**src/rtl/gsp_pkg.sv**
```systemverilog
// package: register map, field positions, reset values and shared types of the strap/status block
package gsp_pkg;

   // register byte offsets
   localparam logic [7:0] OFF_CTRL   = 8'h00;
   localparam logic [7:0] OFF_IRQCFG = 8'h04;
   localparam logic [7:0] OFF_GPIO   = 8'h08;
   localparam logic [7:0] OFF_STATUS = 8'h0C;
   localparam logic [7:0] OFF_IRQST  = 8'h10;
   localparam logic [7:0] OFF_IRQMSK = 8'h14;

   // control register fields
   localparam int CTRL_EXTSW  = 0;
   localparam int CTRL_RATE   = 1;
   localparam int CTRL_DIG1   = 2;
   localparam int CTRL_DIG2   = 3;
   localparam int CTRL_SRFPIN = 4;
   localparam int CTRL_LOCKEN = 5;

   // irq pin config fields
   localparam int ICFG_LOSSEL = 0;
   localparam int ICFG_POL_HI = 1;
   localparam int ICFG_OPEN_D = 2;
   localparam int ICFG_GPO    = 3;
   localparam int ICFG_GPOVAL = 4;

   // gpio register fields
   localparam int GPIO_DIR    = 0;
   localparam int GPIO_OUT    = 1;
   localparam int GPIO_STATE  = 2;

   // status / event fields
   localparam int ST_REFFAIL  = 0;
   localparam int ST_LOCK     = 1;
   localparam int ST_ACTIVE   = 2;
   localparam int ST_PAIR     = 3;
   localparam int EV_FAIL_SET = 0;
   localparam int EV_LOCK_CHG = 1;
   localparam int EV_ACT_LOSS = 2;
   localparam int EV_W        = 3;

   // reset values
   localparam logic [4:0] IRQCFG_RST = 5'h00;
   localparam logic [1:0] GPIO_RST   = 2'h0;
   localparam logic [EV_W-1:0] MSK_RST = 3'h0;

   localparam logic [1:0] RESP_OKAY   = 2'b00;
   localparam logic [1:0] RESP_SLVERR = 2'b10;

   // write-side phases of the bus slave, gray coded
   typedef enum logic [1:0] {
      WR_IDLE = 2'b00,
      WR_RESP = 2'b01
   } gsp_wr_state_t;

   // status from the reference monitor and dpll
   typedef struct packed {
      logic ref_active;
      logic ref_freq_ok;
      logic dpll_locked;
   } gsp_mon_t;

   // reference pair steering
   typedef struct packed {
      logic ext_switch_en;
      logic pair_46;
   } gsp_sel_t;

endpackage

```
**src/rtl/gsp_sync2.sv**
```systemverilog
// module: two flip-flop synchroniser for level inputs
`timescale 1ns/100ps
module gsp_sync2 #(
   parameter int W = 2
) (
   // clock
   input  wire logic         aclk,
   // level in and synchronised level out
   input  wire logic [W-1:0] din,
   output logic      [W-1:0] dout
);
   logic [W-1:0] meta_q;
   logic [W-1:0] sync_q;

   // no reset: the chain keeps sampling through reset so straps are settled at release
   always_ff @(posedge aclk)
   begin
      meta_q <= din;
      sync_q <= meta_q;
   end

   assign dout = sync_q;
endmodule

```
**src/rtl/gsp_top.sv**
```systemverilog
// module: global strap capture, gpio 4, status pins and irq/los output with an axi4-lite slave
//
// Summary of operation
// RULE1 - while aresetn is low every flip-flop except the strap synchroniser returns to its default and stays there.
// RULE2 - the board keeps aresetn low for at least two clock cycles once the clock is valid.
// RULE3 - on reset release the source-select pin level becomes the external switching bit.
// RULE4 - with external switching on, the source-select pin picks pair 3/5 (low) or 4/6 (high).
// RULE5 - on reset release the rate strap loads the rate family bit and both output family bits.
// RULE6 - after reset the strap pin is general io 4 with direction, out value and pin state.
// RULE7 - the ref-fail pin follows the fail status when enabled, otherwise low.
// RULE8 - the lock pin shows the main dpll lock state when enabled, otherwise low.
// RULE9 - the shared pin is the interrupt request when the select is 0, missing-reference when 1.
// RULE10 - in interrupt mode config sets polarity, push-pull or open drain, or plain output.
// RULE11 - in missing-reference mode the pin shows the live activity monitor, not latched.
// RULE12 - the fail status is set or cleared from the selected reference activity and frequency.
// RULE13 - straps pass a synchroniser so captured defaults are stable right after reset release.
`timescale 1ns/100ps
module gsp_top (
   // clock and reset
   input  wire logic             aclk,
   input  wire logic             aresetn,
   // axi4-lite write address and data
   input  wire logic [7:0]       s_axi_awaddr,
   input  wire logic             s_axi_awvalid,
   output logic                  s_axi_awready,
   input  wire logic [31:0]      s_axi_wdata,
   input  wire logic [3:0]       s_axi_wstrb,
   input  wire logic             s_axi_wvalid,
   output logic                  s_axi_wready,
   output logic [1:0]            s_axi_bresp,
   output logic                  s_axi_bvalid,
   input  wire logic             s_axi_bready,
   // axi4-lite read
   input  wire logic [7:0]       s_axi_araddr,
   input  wire logic             s_axi_arvalid,
   output logic                  s_axi_arready,
   output logic [31:0]           s_axi_rdata,
   output logic [1:0]            s_axi_rresp,
   output logic                  s_axi_rvalid,
   input  wire logic             s_axi_rready,
   // strap and gpio pins
   input  wire logic             fast_source_select_pin,
   input  wire logic             rate_family_strap_i,
   output logic                  general_io_4_o,
   output logic                  general_io_4_oe_n,
   // reference monitor and dpll status
   input  wire gsp_pkg::gsp_mon_t mon,
   // status outputs
   output gsp_pkg::gsp_sel_t     ref_pair_sel,
   output logic                  selected_ref_fail_pin,
   output logic                  dpll_locked_pin,
   output logic                  irq_los_o,
   output logic                  irq_los_oe_n,
   output logic                  irq_o
);
   logic [1:0] pins_s;
   logic       srcsel_s;
   logic       strap_s;
   logic       in_rst_q;

   // strap sampling through the synchroniser [RULE13]
   gsp_sync2 #(.W(2)) u_sync (
      .aclk    (aclk),
      .din     ({fast_source_select_pin, rate_family_strap_i}),
      .dout    (pins_s)
   );
   assign srcsel_s = pins_s[1];
   assign strap_s  = pins_s[0];

   // register state
   logic [5:0]            ctrl_q, ctrl_d;
   logic [4:0]            icfg_q, icfg_d;
   logic [1:0]            gpio_q, gpio_d;
   logic [gsp_pkg::EV_W-1:0] ev_q, ev_d, msk_q, msk_d;
   logic                  fail_q, fail_d, lock_prev_q, act_prev_q;

   // bus state
   gsp_pkg::gsp_wr_state_t wst_q, wst_d;
   logic       aw_got_q, aw_got_d, w_got_q, w_got_d;
   logic [7:0] awaddr_q, awaddr_d;
   logic [31:0] wdata_q, wdata_d;
   logic [1:0] bresp_q, bresp_d;
   logic       rvalid_q, rvalid_d;
   logic [31:0] rdata_q, rdata_d;
   logic [1:0] rresp_q, rresp_d;

   function automatic logic known_addr(input logic [7:0] a);
      if (a == gsp_pkg::OFF_CTRL) known_addr = 1'b1;
      else if (a == gsp_pkg::OFF_IRQCFG) known_addr = 1'b1;
      else if (a == gsp_pkg::OFF_GPIO) known_addr = 1'b1;
      else if (a == gsp_pkg::OFF_STATUS) known_addr = 1'b1;
      else if (a == gsp_pkg::OFF_IRQST) known_addr = 1'b1;
      else if (a == gsp_pkg::OFF_IRQMSK) known_addr = 1'b1;
      else known_addr = 1'b0;
   endfunction

   logic       wr_fire;
   logic [gsp_pkg::EV_W-1:0] ev_set;
   logic       fail_now;
   logic       irq_active;

   // fail from activity and frequency of the selected reference [RULE12]
   assign fail_now = !(mon.ref_active && mon.ref_freq_ok);
   // no lock event in the release cycle: lock_prev_q still holds its reset value
   assign ev_set = {act_prev_q && !mon.ref_active,
                    !in_rst_q && (lock_prev_q != mon.dpll_locked),
                    fail_now && !fail_q};
   assign wr_fire = (wst_q == gsp_pkg::WR_IDLE) && aw_got_q && w_got_q;

   always_comb
   begin
      wst_d    = wst_q;
      aw_got_d = aw_got_q;
      w_got_d  = w_got_q;
      awaddr_d = awaddr_q;
      wdata_d  = wdata_q;
      bresp_d  = bresp_q;
      ctrl_d   = ctrl_q;
      icfg_d   = icfg_q;
      gpio_d   = gpio_q;
      msk_d    = msk_q;
      // set wins over a simultaneous write-one-to-clear
      ev_d     = ev_q | ev_set;
      fail_d   = fail_now;
      if (in_rst_q)
      begin
         // first cycle after release: load strap defaults [RULE3] [RULE5]
         ctrl_d[gsp_pkg::CTRL_EXTSW] = srcsel_s;
         ctrl_d[gsp_pkg::CTRL_RATE]  = strap_s;
         ctrl_d[gsp_pkg::CTRL_DIG1]  = strap_s;
         ctrl_d[gsp_pkg::CTRL_DIG2]  = strap_s;
      end
      if (s_axi_awvalid && s_axi_awready)
      begin
         aw_got_d = 1'b1;
         awaddr_d = s_axi_awaddr;
      end
      if (s_axi_wvalid && s_axi_wready)
      begin
         w_got_d = 1'b1;
         wdata_d = s_axi_wdata;
      end
      case (wst_q)
         gsp_pkg::WR_IDLE:
         begin
            if (wr_fire)
            begin
               wst_d    = gsp_pkg::WR_RESP;
               aw_got_d = 1'b0;
               w_got_d  = 1'b0;
               bresp_d  = known_addr(awaddr_q) ? gsp_pkg::RESP_OKAY : gsp_pkg::RESP_SLVERR;
               if (awaddr_q == gsp_pkg::OFF_CTRL)
                  ctrl_d = wdata_q[5:0];
               else if (awaddr_q == gsp_pkg::OFF_IRQCFG)
                  icfg_d = wdata_q[4:0];
               else if (awaddr_q == gsp_pkg::OFF_GPIO)
                  gpio_d = wdata_q[1:0];
               else if (awaddr_q == gsp_pkg::OFF_IRQST)
                  ev_d = (ev_q & ~wdata_q[gsp_pkg::EV_W-1:0]) | ev_set;
               else if (awaddr_q == gsp_pkg::OFF_IRQMSK)
                  msk_d = wdata_q[gsp_pkg::EV_W-1:0];
            end
         end
         gsp_pkg::WR_RESP:
         begin
            if (s_axi_bready)
               wst_d = gsp_pkg::WR_IDLE;
         end
         default:
            wst_d = gsp_pkg::WR_IDLE;
      endcase
   end

   // read path: one read at a time, data from a register
   always_comb
   begin
      rvalid_d = rvalid_q;
      rdata_d  = rdata_q;
      rresp_d  = rresp_q;
      if (rvalid_q && s_axi_rready)
         rvalid_d = 1'b0;
      else if (!rvalid_q && s_axi_arvalid && s_axi_arready)
      begin
         rvalid_d = 1'b1;
         rresp_d  = gsp_pkg::RESP_OKAY;
         rdata_d  = 32'h0000_0000;
         if (s_axi_araddr == gsp_pkg::OFF_CTRL)
            rdata_d[5:0] = ctrl_q;
         else if (s_axi_araddr == gsp_pkg::OFF_IRQCFG)
            rdata_d[4:0] = icfg_q;
         else if (s_axi_araddr == gsp_pkg::OFF_GPIO)
            rdata_d[2:0] = {strap_s, gpio_q}; // pin state [RULE6]
         else if (s_axi_araddr == gsp_pkg::OFF_STATUS)
            rdata_d[3:0] = {ref_pair_sel.pair_46, mon.ref_active, mon.dpll_locked, fail_q};
         else if (s_axi_araddr == gsp_pkg::OFF_IRQST)
            rdata_d[gsp_pkg::EV_W-1:0] = ev_q;
         else if (s_axi_araddr == gsp_pkg::OFF_IRQMSK)
            rdata_d[gsp_pkg::EV_W-1:0] = msk_q;
         else
            rresp_d = gsp_pkg::RESP_SLVERR;
      end
   end

   assign irq_active = |(ev_q & msk_q);

   // all state takes its reset value synchronously while reset is low, in_rst_q sets and the rest clear [RULE1]
   always_ff @(posedge aclk)
   begin
      if (!aresetn)
      begin
         in_rst_q    <= 1'b1;
         ctrl_q      <= 6'h00;
         icfg_q      <= gsp_pkg::IRQCFG_RST;
         gpio_q      <= gsp_pkg::GPIO_RST;
         ev_q        <= 3'h0;
         msk_q       <= gsp_pkg::MSK_RST;
         fail_q      <= 1'b0;
         lock_prev_q <= 1'b0;
         act_prev_q  <= 1'b0;
         wst_q       <= gsp_pkg::WR_IDLE;
         aw_got_q    <= 1'b0;
         w_got_q     <= 1'b0;
         awaddr_q    <= 8'h00;
         wdata_q     <= 32'h0000_0000;
         bresp_q     <= 2'h0;
         rvalid_q    <= 1'b0;
         rdata_q     <= 32'h0000_0000;
         rresp_q     <= 2'h0;
      end
      else
      begin
         in_rst_q    <= 1'b0;
         ctrl_q      <= ctrl_d;
         icfg_q      <= icfg_d;
         gpio_q      <= gpio_d;
         ev_q        <= ev_d;
         msk_q       <= msk_d;
         fail_q      <= fail_d;
         lock_prev_q <= mon.dpll_locked;
         act_prev_q  <= mon.ref_active;
         wst_q       <= wst_d;
         aw_got_q    <= aw_got_d;
         w_got_q     <= w_got_d;
         awaddr_q    <= awaddr_d;
         wdata_q     <= wdata_d;
         bresp_q     <= bresp_d;
         rvalid_q    <= rvalid_d;
         rdata_q     <= rdata_d;
         rresp_q     <= rresp_d;
      end
   end

   // registered pin outputs from next-state values: in step with the registers, one cycle behind live inputs
   always_ff @(posedge aclk)
   begin
      if (!aresetn)
      begin
         s_axi_awready         <= 1'b0;
         s_axi_wready          <= 1'b0;
         s_axi_bvalid          <= 1'b0;
         s_axi_bresp           <= 2'h0;
         s_axi_arready         <= 1'b0;
         s_axi_rvalid          <= 1'b0;
         s_axi_rdata           <= 32'h0000_0000;
         s_axi_rresp           <= 2'h0;
         general_io_4_o        <= 1'b0;
         general_io_4_oe_n     <= 1'b1;
         ref_pair_sel          <= '0;
         selected_ref_fail_pin <= 1'b0;
         dpll_locked_pin       <= 1'b0;
         irq_los_o             <= 1'b0;
         irq_los_oe_n          <= 1'b1;
         irq_o                 <= 1'b0;
      end
      else
      begin
         s_axi_awready <= !aw_got_d && wst_d == gsp_pkg::WR_IDLE && !s_axi_awready;
         s_axi_wready  <= !w_got_d && wst_d == gsp_pkg::WR_IDLE && !s_axi_wready;
         s_axi_bvalid  <= wst_d == gsp_pkg::WR_RESP;
         s_axi_bresp   <= bresp_d;
         s_axi_arready <= !rvalid_d && !s_axi_arready;
         s_axi_rvalid  <= rvalid_d;
         s_axi_rdata   <= rdata_d;
         s_axi_rresp   <= rresp_d;
         // gpio 4 drive, open only when configured as output [RULE6]
         general_io_4_o    <= gpio_d[gsp_pkg::GPIO_OUT];
         general_io_4_oe_n <= !gpio_d[gsp_pkg::GPIO_DIR];
         ref_pair_sel.ext_switch_en <= ctrl_d[gsp_pkg::CTRL_EXTSW];
         ref_pair_sel.pair_46 <= ctrl_d[gsp_pkg::CTRL_EXTSW] && srcsel_s; // [RULE4]
         selected_ref_fail_pin <= ctrl_d[gsp_pkg::CTRL_SRFPIN] && fail_d; // [RULE7]
         dpll_locked_pin <= ctrl_d[gsp_pkg::CTRL_LOCKEN] && mon.dpll_locked; // [RULE8]
         irq_o <= |(ev_d & msk_d);
         if (icfg_d[gsp_pkg::ICFG_LOSSEL])
         begin
            // live monitor, no latching [RULE9] [RULE11]
            irq_los_o    <= !mon.ref_active;
            irq_los_oe_n <= 1'b0;
         end
         else if (icfg_d[gsp_pkg::ICFG_GPO])
         begin
            irq_los_o    <= icfg_d[gsp_pkg::ICFG_GPOVAL]; // [RULE10]
            irq_los_oe_n <= 1'b0;
         end
         else
         begin
            // polarity then drive style [RULE9] [RULE10]
            irq_los_o <= (|(ev_d & msk_d)) == icfg_d[gsp_pkg::ICFG_POL_HI];
            irq_los_oe_n <= icfg_d[gsp_pkg::ICFG_OPEN_D] &&
                            ((|(ev_d & msk_d)) == icfg_d[gsp_pkg::ICFG_POL_HI]);
         end
      end
   end

   // checks
   a_reset_clear: assert property (@(posedge aclk) !aresetn |=> !irq_o && !dpll_locked_pin
      && !selected_ref_fail_pin) else $error("outputs not cleared by reset"); // [RULE1]
   a_strap_extsw: assert property (@(posedge aclk) disable iff (!aresetn)
      in_rst_q |=> ctrl_q[gsp_pkg::CTRL_EXTSW] == $past(srcsel_s))
      else $error("switch mode not strapped"); // [RULE3]
   a_strap_rate: assert property (@(posedge aclk) disable iff (!aresetn)
      in_rst_q |=> ctrl_q[3:1] == {3{$past(strap_s)}})
      else $error("rate family not strapped"); // [RULE5]
   a_pair_select: assert property (@(posedge aclk) disable iff (!aresetn)
      !ctrl_d[gsp_pkg::CTRL_EXTSW] |=> !ref_pair_sel.pair_46)
      else $error("pair switched while disabled"); // [RULE4]
   a_fail_pin: assert property (@(posedge aclk) disable iff (!aresetn)
      selected_ref_fail_pin |-> ctrl_q[gsp_pkg::CTRL_SRFPIN] && fail_q)
      else $error("fail pin without cause"); // [RULE7]
   a_lock_pin: assert property (@(posedge aclk) disable iff (!aresetn)
      ##1 dpll_locked_pin == (ctrl_q[gsp_pkg::CTRL_LOCKEN] && $past(mon.dpll_locked)))
      else $error("lock pin mismatch"); // [RULE8]
   a_los_live: assert property (@(posedge aclk) disable iff (!aresetn)
      icfg_q[gsp_pkg::ICFG_LOSSEL] && $stable(icfg_q) |-> irq_los_o == !$past(mon.ref_active))
      else $error("los output lagging"); // [RULE11]
   a_fail_status: assert property (@(posedge aclk) disable iff (!aresetn)
      !mon.ref_active |=> fail_q) else $error("fail status not set"); // [RULE12]
   a_irq_level: assert property (@(posedge aclk) disable iff (!aresetn)
      ##1 irq_o == |(ev_q & msk_q)) else $error("irq level mismatch"); // [RULE10]
   c_write_done: cover property (@(posedge aclk) s_axi_bvalid && s_axi_bready);
   c_read_done: cover property (@(posedge aclk) s_axi_rvalid && s_axi_rready);
   c_irq_raise: cover property (@(posedge aclk) $rose(irq_o));
   c_los_mode: cover property (@(posedge aclk) icfg_q[gsp_pkg::ICFG_LOSSEL] && !irq_los_o);
endmodule

```
**config.mk**
```make
export PLATFORM = sky130hd
export DESIGN_NAME = gsp_top
export DESIGN_NICKNAME = d
export VERILOG_FILES = /design/src/rtl/gsp_pkg.sv /design/src/rtl/gsp_sync2.sv /design/src/rtl/gsp_top.sv
export SDC_FILE = /design/constraint.sdc
export NUM_CORES = 1
export LEC_CHECK = 0
export ABC_AREA = 1
export CAP_MARGIN = 30
export CORE_UTILIZATION = 50
export CTS_CLUSTER_SIZE = 30
export DETAILED_ROUTE_END_ITERATION = 8
export DONT_BUFFER_PORTS = 1
export GPL_TIMING_DRIVEN = 0
export MAX_ROUTING_LAYER = met4
export SLEW_MARGIN = 25
export SYNTH_ARGS = -nofsm -noshare
export SYNTH_HDL_FRONTEND = slang
export SYNTH_SLANG_ARGS = --single-unit
```
**constraint.sdc**
```tcl
create_clock -name aclk -period 2.1 [get_ports aclk]
set_clock_uncertainty 0.15 [all_clocks]
set_input_delay 0.105 -clock aclk [delete_from_list [all_inputs] [get_ports aclk]]
set_output_delay 0.105 -clock aclk [all_outputs]
set_load 0.005 [all_outputs]
```
==> results of run 1 <==
==> cells in the mapped netlist (4+ instances only) <==
cell type / count
inv_2: 11
nand2_1: 49
dfxtp_1: 65
nor2_2: 6
nand3_2: 4
nor2_4: 5
nand3_1: 18
o21ai_1: 4
nor2_1: 35
nand4_1: 5
o21ai_0: 26
buf_4: 29
inv_1: 46
clkbuf_1: 7
a21oi_1: 30
a31oi_1: 4
nand2_2: 16
==> state kept, by name, summed over array words and instances (netlist names), 2 cells and up <==
| register | count |
|---|---|
| awaddr_q | 8 |
| wst_q | 2 |
| u_sync.dout | 2 |
| ev_q | 3 |
| u_sync.meta_q | 2 |
| msk_q | 3 |
| s_axi_rdata | 6 |
| wdata_q | 6 |
| ctrl_q | 6 |
| icfg_q | 5 |
| gpio_q | 2 |
==> power by group <==
part	leakage [nW]	switching, mW	internal (mW)
Sequential	0.533	0.0463	1.30
Combinational	1.08	0.202	0.154
Clock	0.0953	0.484	0.576
Total	1.71	0.732	2.03
==> how the worst max path moves through the flow <==
stage | start | to | cells after the start
4_1_cts | s_axi_araddr[0] | s_axi_rresp[1] | 7
6_report | s_axi_araddr[3] | s_axi_rresp[1] | 6
2_1_floorplan | awaddr_q[0] | irq_los_o | 11
5_1_grt | s_axi_araddr[3] | s_axi_rresp[1] | 6
3_5_place_dp | awaddr_q[6] | ctrl_q[2] | 8
3_3_place_gp | wdata_q[2] | irq_los_o | 10
==> layer usage <==
layer  up-vias  part of all wire (%)
li1       1344                     -
met1      1143                    47
met2        86                    46
met3         4                   6.3
met4         0                  0.73
met5         -                     0
==> worst min-delay path, cell delays in order <==
cell     delay (ns)
nand3_1        0.06
nor2_1         0.06
nand2_1        0.06
nand4_1        0.09
nand2_1        0.07
inv_1          0.03
==> cell families after synthesis <==
logic type | count (synthesis) | share of synthesized area (%)
and+or+nand+nor | 152 | 27.2
muxes | 1 | 0.332
AOI/OAI and AO/OA | 75 | 13.5
buffers and inverters | 95 | 15.5
xor gates and xnor gates | 1 | 0.290
other | 1 | 0.124
DFF | 65 | 43.1
==> final cells by class <==
| cell class | count | area share (%) |
|---|---|---|
| timing repair buffer | 35 | 9.30 |
| inverter | 58 | 5.78 |
| buffer | 37 | 6.61 |
| multi-input combinational | 258 | 36.1 |
| clock buffer | 11 | 3.75 |
| sequential | 65 | 34.6 |
| clock inverter | 5 | 1.46 |
| tap | 72 | 2.39 |
==> what timing repair did <==
item,CTS,global route
hold buffers,34,0
endpoints found under the hold margin,40,0
resized for setup,0,2
buffers inserted,0,1
setup endpoints to repair,0,1
==> impl_metrics.yaml, run 1 <==
die:
  die_area_um2: 6350
  die_y_um: 79.7
  pin_count: 114
  rows: 27
  die_x_um: 79.7
  core-area_um2: 5680
  initial_core_util_pct: 53.2
worst_setup_path:
  reg2reg_depth: 5
  rr_startpoint: "s_axi_wready"
  path_cells: "dlygate4sd3_1 > nand3_1 > dlygate4sd3_1 > nand2_1 > dlygate4sd3_1 > a21oi_1"
  critPathTopFamily: "buffers and inverters"
  cp_num_buf_inv: 3
  cpMostUsedCell: "dlygate4sd3_1"
  slowest_delay_ns: 0.67
  r2r_setup_slack_ns: 0.36
  critPathArrivalTime_ns: 2.11
  critPathLaunchType: "input port"
  cp_slowest_cell: "dlygate4sd3_1"
  end_kind: "flop"
  cp.required_ns: 2.18
  r2r_end: "wdata_q[5]"
  critPathMaxFanout: 4
  crit_type: "in2reg"
timing:
  fin_tns_setup_ns: 0
  max-slew-margin-rel_pct: 62.6
  post-route-min-period_ns: 2.03
  setup_viol: 0
  fmax_mhz: 492
  hold_viol_final: 0
  period_share_pct: 96.8
  slew_violations: 0
  tightest_slew_ns: 0.560
  hold_slack_ns: 0.0133
  fin_ws_ns: 0.0680
  grt_setup_unrepaired: "no"
worst_hold_path:
  hold_depth: 6
  holdPathEnd: "s_axi_rdata[1]"
  hold_class: "in2reg"
  holdCritStartpoint: "s_axi_araddr[3]"
route:
  ant_nets: 0
  drc: 0
  avgRoutedWirePerCell_um: 13.0
  vias: 2577
  via_per_inst: 4.76
  firstDrtPassIters: 4
  drt_iter0_markers: 91
  routed_wl_um: 7010
clock_tree:
  clkLatencyLatePin_ns: 0.35
  ctsRootBufferMaster: "clkbuf_8"
  cts_max_level: 3
  path_clk_slew_ns: 0.07
  clockBufferDepth: 2
  cts_buffers: 9
  cts_tree: "yes"
  cts.sinks: 65
cells_and_area:
  finalInstanceArea_um2: 3770
  antenna_cells: 0
  postLayoutCoreUtil_pct: 66.4
  fill_cells: 530
  layout.nets: 528
  syn2layout_area_growth_pct: 24.7
  final_common_cell: "dfxtp_1"
  layout-drive-gt1-share_pct: 20.9
  final_cell_count_no_fill: 541
  multi_input_area_um2: 1360
  seqCellArea_um2: 1300
  layout_common_cells: "dfxtp_1, nand2_1, inv_1"
grt:
  use_met2_pct: 36.2
  met1_usage_pct: 32.1
  grtUsageTotal_pct: 24.5
  grt_pass1_vias: 2312
  grt-ovfl-total: 0
  grt_max_degree: 12
  use_met3_pct: 6.40
  antenna_found_initial: 0
  top_usage_layer: "met2"
  grt_pass1_wl_um: 11200
pwr:
  p_per_area_nw_per_um2: 733
  totalPowerFinal_mw: 2.76
  ir_drop_mv: 0.518
  power_leakage_nw: 1.71
placed_design:
  port_buffers: 0
  placed_cells: 490
  dpl.hpwl_um: 5090
  pre_cts_ws_ns: 0.417
  gp_congestion: 0.858
  postPlaceCellArea_um2: 3210
yosys:
  yosysTopAreaCell: "dfxtp_1"
  avgSynthCellArea_um2: 7.74
  synth_seq_area_share_pct: 43.1
  syn_inst: 390
  netlist_area_um2: 3020
  synth_cell_types: 36
  synth_seq_cells: 65
  synth.area.top_cells: "dfxtp_1, buf_4, nand2_1, inv_1, a21oi_1"
  synth_top_area_share_pct: 43.1
  synth-edff-count: 0
  yosys_warnings: 0
  async_flop_share_pct: 0
  ys.flop_type: "dfxtp_1"
job:
  cap_violations: 0
status:
  run_status: "finished clean"
(Power assumes the default switching activity.)
==> inputs of run 2 (changes only) <==
Settings changed: BUFFER_PORTS_ARGS set to -buffer_cell sky130_fd_sc_hd__buf_2, CORE_UTILIZATION 50 to 49, DONT_BUFFER_PORTS 1 to not set, PLACE_DENSITY set to 0.8.
==> impl_metrics.yaml, run 2 (synthesis results as in run 1) <==
cells_and_area:
  regMostFlops: "awaddr_q"
  antenna_cells: 0
  syn2layout_area_growth_pct: 29.2
  final_common_cell: "dfxtp_1"
  postLayoutCoreUtil_pct: 65.9
  layout.nets: 571
  finalInstanceArea_um2: 3900
  layout_common_cells: "dfxtp_1, buf_2, nand2_1"
  layout-drive-gt1-share_pct: 29.7
  final_cell_count_no_fill: 586
  largest_register_ffs: 8
worst_setup_path:
  critPathMaxFanout: 13
  crit_type: "in2reg"
  end_kind: "flop"
  cp.required_ns: 2.24
  critPathArrivalTime_ns: 1.94
  critPathLaunchType: "input port"
route:
  met1_length_um: 2920
  wl_met3_um: 527
  via_per_inst: 4.82
  drt_iter0_markers: 171
  ant_nets: 0
  drc: 0
  vias: 2824
  top_layer: "met4"
  avgRoutedWirePerCell_um: 12.1
  firstDrtPassIters: 4
  routed_wl_um: 7110
  met2_length_um: 3480
clock_tree:
  post_cts.repair.setup_buffers: 0
  clockBufferDepth: 2
  clkLatencyLatePin_ns: 0.35
  cts_buffers: 9
  cts_max_level: 3
  cts.sinks: 65
  path_clk_slew_ns: 0.07
  ctsRootBufferMaster: "clkbuf_8"
  cts_tree: "yes"
grt:
  grtUsageTotal_pct: 24.8
  grt_pass1_vias: 2581
  antenna_found_initial: 0
  grt_max_degree: 13
  grt_pass1_wl_um: 11700
  grt-ovfl-total: 0
timing:
  fin_tns_setup_ns: 0
  tightest_slew_ns: 0.544
  period_share_pct: 85.3
  post-route-min-period_ns: 1.79
  hold_slack_ns: 0.000568
  slew_violations: 0
  max-slew-margin-rel_pct: 63.8
  setup_viol: 0
  grt_setup_unrepaired: "no"
  fmax_mhz: 558
  fin_ws_ns: 0.308
  hold_viol_final: 0
status:
  run_status: "finished clean"
die:
  die_y_um: 80.5
  die_x_um: 80.5
  rows: 28
  core-area_um2: 5920
  initial_core_util_pct: 51.0
  pin_count: 114
  die_area_um2: 6480
pwr:
  p_per_area_nw_per_um2: 682
  ir_drop_mv: 0.469
  power_leakage_nw: 1.87
  totalPowerFinal_mw: 2.66
worst_hold_path:
  hold_class: "in2reg"
placed_design:
  pre_cts_ws_ns: 0.440
  postPlaceCellArea_um2: 3490
  port_buffers: 55
  dpl.hpwl_um: 5180
  placed_cells: 548
  gp_congestion: 0.873
job:
  cap_violations: 0
==> run 2: cell count changes in the layout (fill, tap and decap cells not counted) <==
| cell | before | now |
|---|---|---|
| clkbuf_1 | 8 | 6 |
| clkinv_2 | 2 | 1 |
| bufinv_16 | 1 | 0 |
| clkinv_4 | 0 | 3 |
| clkbuf_8 | 10 | 9 |
| dlygate4sd3_1 | 33 | 24 |
| nor2_4 | 6 | 5 |
| buf_2 | 1 | 56 |
| nor2_2 | 5 | 6 |
| buf_4 | 30 | 29 |
| dlymetal6s4s_1 | 1 | 0 |
==> run 2: worst max-delay path, stage by stage <==
cell and delay [ns]:
dlygate4sd3_1 0.52, buf_2 0.26, buf_2 0.28, o21ai_0 0.11, nor2_1 0.09, dlygate4sd3_1 0.56
==> run 2: timing repair <==
| item | in CTS | in global routing |
|---|---|---|
| hold buffers | 24 | 0 |
| gates resized for setup | 0 | 0 |
| hold endpoints to repair | 27 | 0 |
| endpoints found under the setup margin | 0 | 2 |
==> run 2: cell type report <==
cell class / count / area, um2
Fill cell: 513 / 2020
Multi-Input combinational cell: 258 / 1360
Sequential cell: 65 / 1300
Timing Repair Buffer: 79 / 515
Buffer: 36 / 245
Inverter: 58 / 218
Clock buffer: 9 / 124
Tap cell: 75 / 93.8
Clock inverter: 6 / 46.3
==> run 2: worst paths after layout <==
path | from | endpoint | slack, ns | depth (start not counted)
max | aresetn | wdata_q[5] | 0.31 | 6
min | s_axi_araddr[0] | s_axi_rresp[1] | 0.0006 | 5
max reg2reg | s_axi_wready | wdata_q[5] | 0.39 | 5
min reg2reg | u_sync.meta_q[0] | u_sync.dout[0] | 0.20 | 0
==> run 2: metal layers <==
metal  GRT usage, %  vias up
li1               -     1430
met1           29.1     1268
met2           40.5      103
met3           4.77       23
met4           12.3        0
met5              -        -
==> run 2: where the power goes <==
part	total, mW	internal [mW]	switching, mW	leakage (nW)
combinational	0.397	0.177	0.220	1.26
sequential	1.34	1.30	0.0429	0.533
clock	0.922	0.424	0.498	0.0813
total	2.66	1.90	0.762	1.87
